**src/hdl/pspk_defines.vh**
```
// Purpose: Constants for the port status image packer
// Assumes: Byte-wide register port, 4-bit address
// Notes:   Byte 0 holds ports 0-7, byte 1 holds ports 8-15
`ifndef PSPK_DEFINES_VH
`define PSPK_DEFINES_VH

// Register addresses
`define PSPK_ADDR_DIAG_EN_LO     4'h0
`define PSPK_ADDR_DIAG_EN_HI     4'h1
`define PSPK_ADDR_CTRL           4'h2
`define PSPK_ADDR_COMM_LO        4'h3
`define PSPK_ADDR_COMM_HI        4'h4
`define PSPK_ADDR_PERR_LO        4'h5
`define PSPK_ADDR_PERR_HI        4'h6
`define PSPK_ADDR_SSHORT_LO      4'h7
`define PSPK_ADDR_SSHORT_HI      4'h8
`define PSPK_ADDR_PDV_LO         4'h9
`define PSPK_ADDR_PDV_HI         4'hA
`define PSPK_ADDR_STATION        4'hB

// Control register fields
`define PSPK_CTRL_DIAG_SW_BIT    0

// Reset values
`define PSPK_RST_DIAG_EN         16'h0000
`define PSPK_RST_CTRL            8'h00
`define PSPK_RST_IMAGE           16'h0000
`define PSPK_RST_BYTE            8'h00
`define PSPK_ALL_PORTS           16'hFFFF

// Station diagnostics byte fields
`define PSPK_ST_SENS_LOW_BIT     0
`define PSPK_ST_ACT_LOW_BIT      1
`define PSPK_ST_ACT_MISS_BIT     2
`define PSPK_ST_EXT_ERR_BIT      3
`define PSPK_ST_SENS_SHORT_BIT   4
`define PSPK_ST_ACT_SHORT_BIT    5
`define PSPK_ST_ACT_WARN_BIT     6
`define PSPK_ST_IOL_SHORT_BIT    7

`endif

```
**src/hdl/pspk_sync.v**
```verilog
// Purpose: Two-stage synchroniser for a bundle of level inputs
// Assumes: Inputs are slow levels; per-bit skew of one cycle is harmless
// Notes:   Both stages freeze while the clock enable is low
`timescale 1ns/100ps
module pspk_sync #(
   parameter WIDTH = 8
) (
   input  wire             clk_i,
   input  wire             rst_i,
   input  wire             ce_i,
   input  wire [WIDTH-1:0] async_i,
   output wire [WIDTH-1:0] sync_o
);

   reg [WIDTH-1:0] meta_q;
   reg [WIDTH-1:0] sync_q;

   // First stage is read by the second stage only
   always @(posedge clk_i) begin
      if (rst_i) begin
         meta_q <= {WIDTH{1'b0}};
         sync_q <= {WIDTH{1'b0}};
      end else if (ce_i) begin
         meta_q <= async_i;
         sync_q <= meta_q;
      end
   end

   assign sync_o = sync_q;

endmodule // pspk_sync

```
**src/hdl/pspk_packer.v**
```verilog
// Purpose: Per-port status and control images for a 16-port IO-Link module
// Assumes: Status inputs arrive from pins, so they are synchronised first
// Notes:   Images are rebuilt every enabled cycle; nothing is latched
//          Map 0x0/0x1 diag mask lo/hi, 0x2 control (bit0 switch), read-write
//          Map 0x3/0x4 comm, 0x5/0x6 periph error, 0x7/0x8 supply short
//          Map 0x9/0xA process data valid, 0xB station byte, all read-only
//          Reads of 0xC-0xF give zero; writes to read-only bytes are dropped
//
// Function
// - Diagnostics-switch on: suppress all port diagnostics, re-enable per mask bit.
// - One communication-established bit per port, ports 0-7 byte 0, 8-15 byte 1.
// - Per-port peripheral-error bit in the same two-byte layout.
// - Per-port sensor-supply short-circuit bit in the same two-byte layout.
// - Per-port process-data-valid bit: 1 valid, 0 not valid.
// - Station diagnostics byte: supplies low/missing, external error, shorts, warning.
//
// The address map and the plain strobed port were left to the implementer.
`timescale 1ns/100ps
`include "pspk_defines.vh"
module pspk_packer #(
   parameter PORTS = 16
) (
   input  wire             CORE_CLK_I,
   input  wire             RST_I,
   input  wire             CE_I,
   // Register port
   input  wire [3:0]       ADDR_I,
   input  wire [7:0]       WDATA_I,
   input  wire             WR_I,
   input  wire             RD_I,
   output wire [7:0]       RDATA_O,
   // Per-port status from the port controllers
   input  wire [PORTS-1:0] COMM_OK_I,
   input  wire [PORTS-1:0] PERIPH_ERR_I,
   input  wire [PORTS-1:0] SENS_SHORT_I,
   input  wire [PORTS-1:0] PROCESS_DATA_VALID_FLAGS_I,
   // Station conditions
   input  wire             SENS_SUPPLY_LOW_I,
   input  wire             ACT_SUPPLY_LOW_I,
   input  wire             ACT_SUPPLY_MISSING_I,
   input  wire             EXT_ERR_I,
   input  wire             ACT_SHORT_I,
   input  wire             ACT_WARN_I,
   input  wire             IOL_SHORT_I,
   // Images toward the port logic and the fieldbus side
   output wire [PORTS-1:0] DIAG_EN_O,
   output wire             DIAG_SW_O,
   output wire [PORTS-1:0] COMM_IMG_O,
   output wire [PORTS-1:0] PERR_IMG_O,
   output wire [PORTS-1:0] SSHORT_IMG_O,
   output wire [PORTS-1:0] PDV_IMG_O,
   output wire [7:0]       STATION_DIAG_O
);

   localparam SYNC_W = 4 * PORTS + 7;

   // Group offsets inside the synchroniser bundle, matching raw_in packing
   localparam OFS_COMM   = 0;
   localparam OFS_PERR   = PORTS;
   localparam OFS_SSHORT = 2 * PORTS;
   localparam OFS_PDV    = 3 * PORTS;
   localparam OFS_STAT   = 4 * PORTS;

   // Picks byte 0 or byte 1 of a 16-bit image as given; unused ports are zeroed by to_img, not here
   function [7:0] img_byte;
      input [15:0] img;
      input        hi;
      begin
         img_byte = hi ? img[15:8] : img[7:0];
      end
   endfunction

   // Widens a port vector to the 16-bit image, unused ports zero
   function [15:0] to_img;
      input [PORTS-1:0] v;
      reg   [15:0]      t;
      integer           k;
      begin
         t = 16'h0000;
         for (k = 0; k < PORTS; k = k + 1) begin
            t[k] = v[k];
         end
         to_img = t;
      end
   endfunction

   wire [SYNC_W-1:0] raw_in;
   wire [SYNC_W-1:0] syn_in;

   wire [PORTS-1:0] comm_s;
   wire [PORTS-1:0] perr_s;
   wire [PORTS-1:0] sshort_s;
   wire [PORTS-1:0] pdv_s;
   wire             sens_low_s;
   wire             act_low_s;
   wire             act_miss_s;
   wire             ext_err_s;
   wire             act_short_s;
   wire             act_warn_s;
   wire             iol_short_s;

   reg  [15:0] diag_mask_q;
   reg  [7:0]  ctrl_q;
   reg  [15:0] diag_en_q;
   reg  [15:0] diag_en_d;
   reg  [15:0] comm_q;
   reg  [15:0] perr_q;
   reg  [15:0] sshort_q;
   reg  [15:0] pdv_q;
   reg  [7:0]  station_q;
   reg  [7:0]  station_d;
   reg  [7:0]  rdata_q;
   reg  [7:0]  rdata_d;

   wire        diag_sw;
   wire        wr_en;

   assign raw_in = {IOL_SHORT_I,
                    ACT_WARN_I,
                    ACT_SHORT_I,
                    EXT_ERR_I,
                    ACT_SUPPLY_MISSING_I,
                    ACT_SUPPLY_LOW_I,
                    SENS_SUPPLY_LOW_I,
                    PROCESS_DATA_VALID_FLAGS_I,
                    SENS_SHORT_I,
                    PERIPH_ERR_I,
                    COMM_OK_I};

   // Pins come from outside this clock, so all of them pass two stages
   pspk_sync #(
      .WIDTH (SYNC_W)
   ) u_sync (
      .clk_i   (CORE_CLK_I),
      .rst_i   (RST_I),
      .ce_i    (CE_I),
      .async_i (raw_in),
      .sync_o  (syn_in)
   );

   assign comm_s      = syn_in[OFS_COMM +: PORTS];
   assign perr_s      = syn_in[OFS_PERR +: PORTS];
   assign sshort_s    = syn_in[OFS_SSHORT +: PORTS];
   assign pdv_s       = syn_in[OFS_PDV +: PORTS];
   assign sens_low_s  = syn_in[OFS_STAT];
   assign act_low_s   = syn_in[OFS_STAT+1];
   assign act_miss_s  = syn_in[OFS_STAT+2];
   assign ext_err_s   = syn_in[OFS_STAT+3];
   assign act_short_s = syn_in[OFS_STAT+4];
   assign act_warn_s  = syn_in[OFS_STAT+5];
   assign iol_short_s = syn_in[OFS_STAT+6];

   assign diag_sw = ctrl_q[`PSPK_CTRL_DIAG_SW_BIT];

   // A strobe seen while the enable is low is lost, not deferred
   assign wr_en = CE_I & WR_I;

   // Software-written mask and control
   always @(posedge CORE_CLK_I) begin
      if (RST_I) begin
         diag_mask_q <= `PSPK_RST_DIAG_EN;
         ctrl_q      <= `PSPK_RST_CTRL;
      end else if (wr_en) begin
         case (ADDR_I)
            `PSPK_ADDR_DIAG_EN_LO: begin
               diag_mask_q[7:0] <= WDATA_I;
            end
            `PSPK_ADDR_DIAG_EN_HI: begin
               diag_mask_q[15:8] <= WDATA_I;
            end
            `PSPK_ADDR_CTRL: begin
               // Only the switch bit exists; the rest stays zero
               ctrl_q <= {7'h00, WDATA_I[`PSPK_CTRL_DIAG_SW_BIT]};
            end
            default: begin
               // Image registers are read-only; writes are dropped
               ctrl_q <= ctrl_q;
            end
         endcase
      end
   end

   always @* begin
      if (diag_sw) begin
         diag_en_d = diag_mask_q & to_img({PORTS{1'b1}});
      end else begin
         diag_en_d = to_img({PORTS{1'b1}});
      end
   end

   always @* begin
      station_d = `PSPK_RST_BYTE;
      station_d[`PSPK_ST_SENS_LOW_BIT]   = sens_low_s;
      station_d[`PSPK_ST_ACT_LOW_BIT]    = act_low_s;
      station_d[`PSPK_ST_ACT_MISS_BIT]   = act_miss_s;
      station_d[`PSPK_ST_EXT_ERR_BIT]    = ext_err_s;
      // Any port short sets the station sensor-voltage short bit; it has no station input of its own
      station_d[`PSPK_ST_SENS_SHORT_BIT] = |sshort_s;
      station_d[`PSPK_ST_ACT_SHORT_BIT]  = act_short_s;
      station_d[`PSPK_ST_ACT_WARN_BIT]   = act_warn_s;
      station_d[`PSPK_ST_IOL_SHORT_BIT]  = iol_short_s;
   end

   always @(posedge CORE_CLK_I) begin
      if (RST_I) begin
         diag_en_q <= `PSPK_ALL_PORTS;
         comm_q    <= `PSPK_RST_IMAGE;
         perr_q    <= `PSPK_RST_IMAGE;
         sshort_q  <= `PSPK_RST_IMAGE;
         pdv_q     <= `PSPK_RST_IMAGE;
         station_q <= `PSPK_RST_BYTE;
      end else if (CE_I) begin
         diag_en_q <= diag_en_d;
         comm_q    <= to_img(comm_s);
         perr_q    <= to_img(perr_s);
         sshort_q  <= to_img(sshort_s);
         pdv_q     <= to_img(pdv_s);
         station_q <= station_d;
      end
   end

   always @* begin
      case (ADDR_I)
         `PSPK_ADDR_DIAG_EN_LO: rdata_d = img_byte(diag_mask_q, 1'b0);
         `PSPK_ADDR_DIAG_EN_HI: rdata_d = img_byte(diag_mask_q, 1'b1);
         `PSPK_ADDR_CTRL:       rdata_d = ctrl_q;
         `PSPK_ADDR_COMM_LO:    rdata_d = img_byte(comm_q, 1'b0);
         `PSPK_ADDR_COMM_HI:    rdata_d = img_byte(comm_q, 1'b1);
         `PSPK_ADDR_PERR_LO:    rdata_d = img_byte(perr_q, 1'b0);
         `PSPK_ADDR_PERR_HI:    rdata_d = img_byte(perr_q, 1'b1);
         `PSPK_ADDR_SSHORT_LO:  rdata_d = img_byte(sshort_q, 1'b0);
         `PSPK_ADDR_SSHORT_HI:  rdata_d = img_byte(sshort_q, 1'b1);
         `PSPK_ADDR_PDV_LO:     rdata_d = img_byte(pdv_q, 1'b0);
         `PSPK_ADDR_PDV_HI:     rdata_d = img_byte(pdv_q, 1'b1);
         `PSPK_ADDR_STATION:    rdata_d = station_q;
         default:               rdata_d = `PSPK_RST_BYTE;
      endcase
   end

   // Read data valid in the cycle after the strobe, zero after the next enabled edge without it; held while the enable is low
   always @(posedge CORE_CLK_I) begin
      if (RST_I) begin
         rdata_q <= `PSPK_RST_BYTE;
      end else if (CE_I) begin
         if (RD_I) begin
            rdata_q <= rdata_d;
         end else begin
            rdata_q <= `PSPK_RST_BYTE;
         end
      end
   end

   assign RDATA_O        = rdata_q;
   assign DIAG_EN_O      = diag_en_q[PORTS-1:0];
   assign DIAG_SW_O      = diag_sw;
   assign COMM_IMG_O     = comm_q[PORTS-1:0];
   assign PERR_IMG_O     = perr_q[PORTS-1:0];
   assign SSHORT_IMG_O   = sshort_q[PORTS-1:0];
   assign PDV_IMG_O      = pdv_q[PORTS-1:0];
   assign STATION_DIAG_O = station_q;

endmodule // pspk_packer

```
**config.mk**
```make
export PLATFORM = sky130hd
export DESIGN_NAME = pspk_packer
export DESIGN_NICKNAME = d
export VERILOG_FILES = /design/src/hdl/pspk_sync.v /design/src/hdl/pspk_packer.v
export VERILOG_INCLUDE_DIRS = /design/src /design/src/hdl
export SDC_FILE = /design/constraint.sdc
export NUM_CORES = 1
export LEC_CHECK = 0
export ABC_AREA = 0
export BUFFER_PORTS_ARGS = -buffer_cell sky130_fd_sc_hd__buf_2
export CAP_MARGIN = 40
export CORE_MARGIN = 5
export CORE_UTILIZATION = 55
export CTS_CLUSTER_DIAMETER = 150
export CTS_CLUSTER_SIZE = 25
export DETAILED_ROUTE_END_ITERATION = 8
export GPL_ROUTABILITY_DRIVEN = 1
export HOLD_SLACK_MARGIN = 0.06
export MAX_ROUTING_LAYER = met4
export PLACE_DENSITY = 0.84
export SLEW_MARGIN = 10
export SYNTH_ARGS = -nofsm -noshare
export SYNTH_HDL_FRONTEND = slang
export SYNTH_SLANG_ARGS = --single-unit
export TNS_END_PERCENT = 100
```
**constraint.sdc**
```tcl
create_clock -name CORE_CLK_I -period 1.8 [get_ports CORE_CLK_I]
set_clock_uncertainty 0.1 [all_clocks]
set_input_delay 0.18 -clock CORE_CLK_I [delete_from_list [all_inputs] [get_ports CORE_CLK_I]]
set_output_delay 0.18 -clock CORE_CLK_I [all_outputs]
set_load 0.01 [all_outputs]
```
# Word-level counts from Yosys, hierarchy flattened
# Index checks and enable logic that the tools add are counted.
# Widths: inputs -> output; s select.
[word_totals]
register_bits = 255
inputBits = 88
out_inout_bits = 97
word_cells = 32
[op_classes]
eq_ne = 11
muxes = 3
bitwise = 1
n_reduce_logical = 5
[op_table]
columns = ["operator", "count"]
rows = [
  ["$pmux 8 s12", 1],
  ["$eq 4x3->1 const B", 4],
  ["$eq 4x4->1 const B", 4],
  ["$mux 16", 1],
  ["$reduce_or 16->1", 1],
  ["$eq 4x2->1 const B", 2],
  ["$mux 8", 1],
  ["$reduce_and 2->1", 3],
  ["$eq 4x1->1 const B", 1],
  ["$logic_not 4->1", 1],
  ["$and 1x1->1", 1],
]

# Longest topological paths before layout
[depth]
ltp_word = 3
mapped_depth = 6
ltp_nobuf = 4

# Modules after synthesis
# From an unflattened synthesis, not the netlist that was laid out.
[unflattened]
hier_cells = 967
area_unflattened_um2 = 9964.6
[modules_own_cells]
columns = ["mod", "n_inst", "cells_per_inst", "area_each_um2", "seq_area_each_um2"]
rows = [
  ["pspk_sync", 1, 458, 5047.3, 2842.7],
  ["pspk_packer", 1, 509, 4917.2, 2262.2],
]

# Worst setup path before layout
# OpenSTA, ideal clock, no wires.
[synth_timing]
path_kind = "in2reg"
start = "input ADDR_I[1]"
end = "register rdata_q[2] (netlist: RDATA_O[2])"
setup_ns = 0.125
arrival_ns = 1.192
t_required_ns = 1.575
path_slack_ns = 0.383
stages = 6
path_buffers = 2
path_cell_list = "buf_6 and2_1 buf_6 a221oi_1 nor3_1 o41a_1"
[synth_via]
elab_chain_cells = 3
elab_cells_between_ends = 14
cone_classes = "eq/ne (11); mux (2); reduce/logical (1)"
[synth_lines]
columns = ["element", "line", "rtl"]
rows = [
  ["start, declared", "pspk_packer.v:27", "input wire [3:0] ADDR_I,"],
  ["$eq 4x4->1 (tied with other cells)", "pspk_packer.v:223", "case (ADDR_I)"],
  ["$pmux 8 s12 (*)", "pspk_packer.v:223", ""],
  ["$mux 8 (*)", "pspk_packer.v:245", "if (RD_I) begin"],
  ["end signal, assigned", "pspk_packer.v:243", "rdata_q <= `PSPK_RST_BYTE;"],
  ["end signal, assigned", "pspk_packer.v:246", "rdata_q <= rdata_d;"],
  ["end signal, assigned", "pspk_packer.v:248", "rdata_q <= `PSPK_RST_BYTE;"],
  ["end, declared", "pspk_packer.v:112", "reg [7:0] rdata_q;"],
]
# Mark *: on every way between the ends. The rest lies on a longest branch, timed or not.
# A chain may end at the register's enable or synchronous reset.

==> impl_metrics.ini <==
[yosys]
yosys.area.top_type_share_pct = 52.01
synth_edf_count = 0
yosys-top-cells-count = dfxtp_1, mux2i_1, nor2_1
synth-main-ff-cell = dfxtp_1
yosysWarnings = 0
yosysTopAreaCell = dfxtp_1
syn-cell-area_um2 = 9816
synthMostInstantiatedCell = dfxtp_1
synth_cells = 968
avgSynthCellArea_um2 = 10.14
synthesis.nets = 1056
ys_top_cells_by_area = dfxtp_1, mux2i_1, nor2_1, buf_2, nand2b_1
ys_ff_latch = 255
synth.distinct_cells = 52
synth_async_sr_flop_share_pct = 0
seq_area_frac_synth_pct = 52.01

[clock_tree]
cts_buffer_depth = 3
root_buffer = clkbuf_16
cts.sinks = 255
cts_tree = done
path_clk_slew_ns = 0.10
clk_latency_ns = 0.49
htreeDepth = 1
cts_buffers = 14
postCtsHoldBufs = 92
cts_setup_buffers = 0
cts_resized = 0

[setup_path]
crit_chain = buf_8, dlygate4sd3_1, nand2b_1, o21ai_1, a211oi_1, a221oi_2
path_buf_inv = 2
arrival_ns = 1.84
crit_path_max_fanout = 13
cp-startpoint = CE_I
rr_startpoint = ctrl_q[0]
cp_data_required_time_ns = 2.08
crit_path_start_kind = input port
max_stage_delay_ns = 0.84
cp_top_family = buffers and inverters
cp.depth = 6
end_kind = flip-flop
crit_type = in2reg
worstRegToRegCells = 3
slowest_stage = dlygate4sd3_1

[global_routing]
grt_pass1_vias = 8081
grt_pass1_wl_um = 44310
grt_max_degree = 62
antenna_found_initial = 1
grt_use_total_pct = 27.98
grt_remaining_overflow = 0

[detailed_routing]
drc_errors = 0
vias = 8072
totalWireLength_um = 28310
wire_per_inst_um = 19.54
antenna_left = 0
avgViaCountPerCell = 5.571
drtPass1Iterations = 5
drtIter0Drc = 584

[placed_design]
hpwlAfterDp_um = 18860
pre_cts_ws_ns = 0.09261
place_inst = 1340
portBuffers = 184
gp_congestion = 0.9465

[power]
vdd_drop_max_mv = 0.7980
leakage_nw = 5.734
p_per_area_nw_per_um2 = 838.1

[final_layout]
fin_cells = 1449
fin_nets = 1311
drive_gt1_share_pct = 19.95
finish.utilization_pct = 71.27
syn_to_final_growth_pct = 26.46

[sta]
period_share_pct = 86.53
period_needed_ns = 1.558
rsz0062_at_grt = no
max_clock_freq_ghz = 0.6420
hold_viol_final = 0
setup_viol = 0
slew_violations = 0
slew_headroom_pct = 61.12
worst_slack_ns = 0.2424
worst_slew_pin_slew_ns = 0.5818
tns_ns = 0

[hold_path]
holdPathStages = 4
worstHoldStart = RD_I
hp-class = in2reg

[job]
drv_cap = 0

[floorplan]
io_pins = 185
die_h_um = 143.6
die_x_um = 143.6
core_region_area_um2 = 17420
fp-row-count = 48
die-area_um2 = 20620
start_util_pct = 56.36

[status]
status = finished clean
## path summary, 6_finish.rpt
path                       end  slack, ns
max                 RDATA_O[1]       0.24
min reg2reg  u_sync.sync_o[24]       0.39
min                 RDATA_O[5]       0.08
max reg2reg       DIAG_EN_O[7]       0.33
## logic make-up (layout without fill, tap and decap cells)
kind of cell           Yosys count  after routing  share of synthesized area (%)
AOI/OAI and AO/OA               83             83                          6.068
buffers and inverters           73            328                          3.467
DFF                            255            255                          52.01
muxes                          236            236                          24.26
other                            0              1                              0
and+or+nand+nor                321            321                          14.20
## flip-flops by register name, summed over array words and instances, names as in the netlist
signal	count
COMM_IMG_O	16
DIAG_EN_O	16
PDV_IMG_O	16
PERR_IMG_O	16
RDATA_O	8
SSHORT_IMG_O	16
STATION_DIAG_O	8
ctrl_q	1
diag_mask_q	16
u_sync.meta_q	71
u_sync.sync_o	71
## power breakdown
part / switching, mW / internal [mW] / total [mW]
Sequential: 0.132 / 5.82 / 5.95
Combinational: 0.556 / 0.569 / 1.12
Clock: 1.80 / 1.52 / 3.33
Total: 2.49 / 7.92 / 10.4
## metrics by stage
step           hold WS [ns]  total power [mW]  area [µm²]
2_1_floorplan        0.2239             6.661        9816
3_3_place_gp         0.3116             6.987       11090
3_5_place_dp         0.3211             7.013       11090
4_1_cts             0.06335             10.42       12410
5_1_grt             0.09605             10.78       12410
6_report            0.08101             10.40       12410
## layout by cell type, fill, tap and decap left out, types with 5 or more instances in the layout
cell           instances
o22ai_1               20
buf_2                182
nand2b_1              21
buf_12                11
mux2i_1              230
nor2b_1                5
a221oi_1               5
nor2_1               227
dfxtp_1              255
nand4_1                6
nand2_1               23
a21oi_1               18
buf_4                 23
clkbuf_16             15
nand3_1               15
dlygate4sd3_1         92
a22oi_1                8
## layer usage
metal	routed length, µm	share of wire, %	vias up	track usage, %
li1	-	-	3854	-
met4	1224	4.3	0	11.20
met3	1704	6.0	82	4.126
met2	13390	47	260	45.26
met5	0	0	-	-
met1	11990	42	3876	35.40
## worst register-to-register path, delay by kind of cell (launching register included)
kind            cells  cell delay (ns)
compound gates      1             0.29
flops               1             0.46
simple gates        2             0.51
## final cells by class
class                           instances  area (µm²)
Antenna cell                            1       2.502
Clock buffer                           15       375.4
Clock inverter                          1       20.02
Fill cell                            1242        5004
Inverter                                2       7.507
Multi-Input combinational cell        640        4370
Sequential cell                       255        5105
Tap cell                              225       281.5
Timing Repair Buffer                  310        2251
Power figures use the tool's default switching activity.
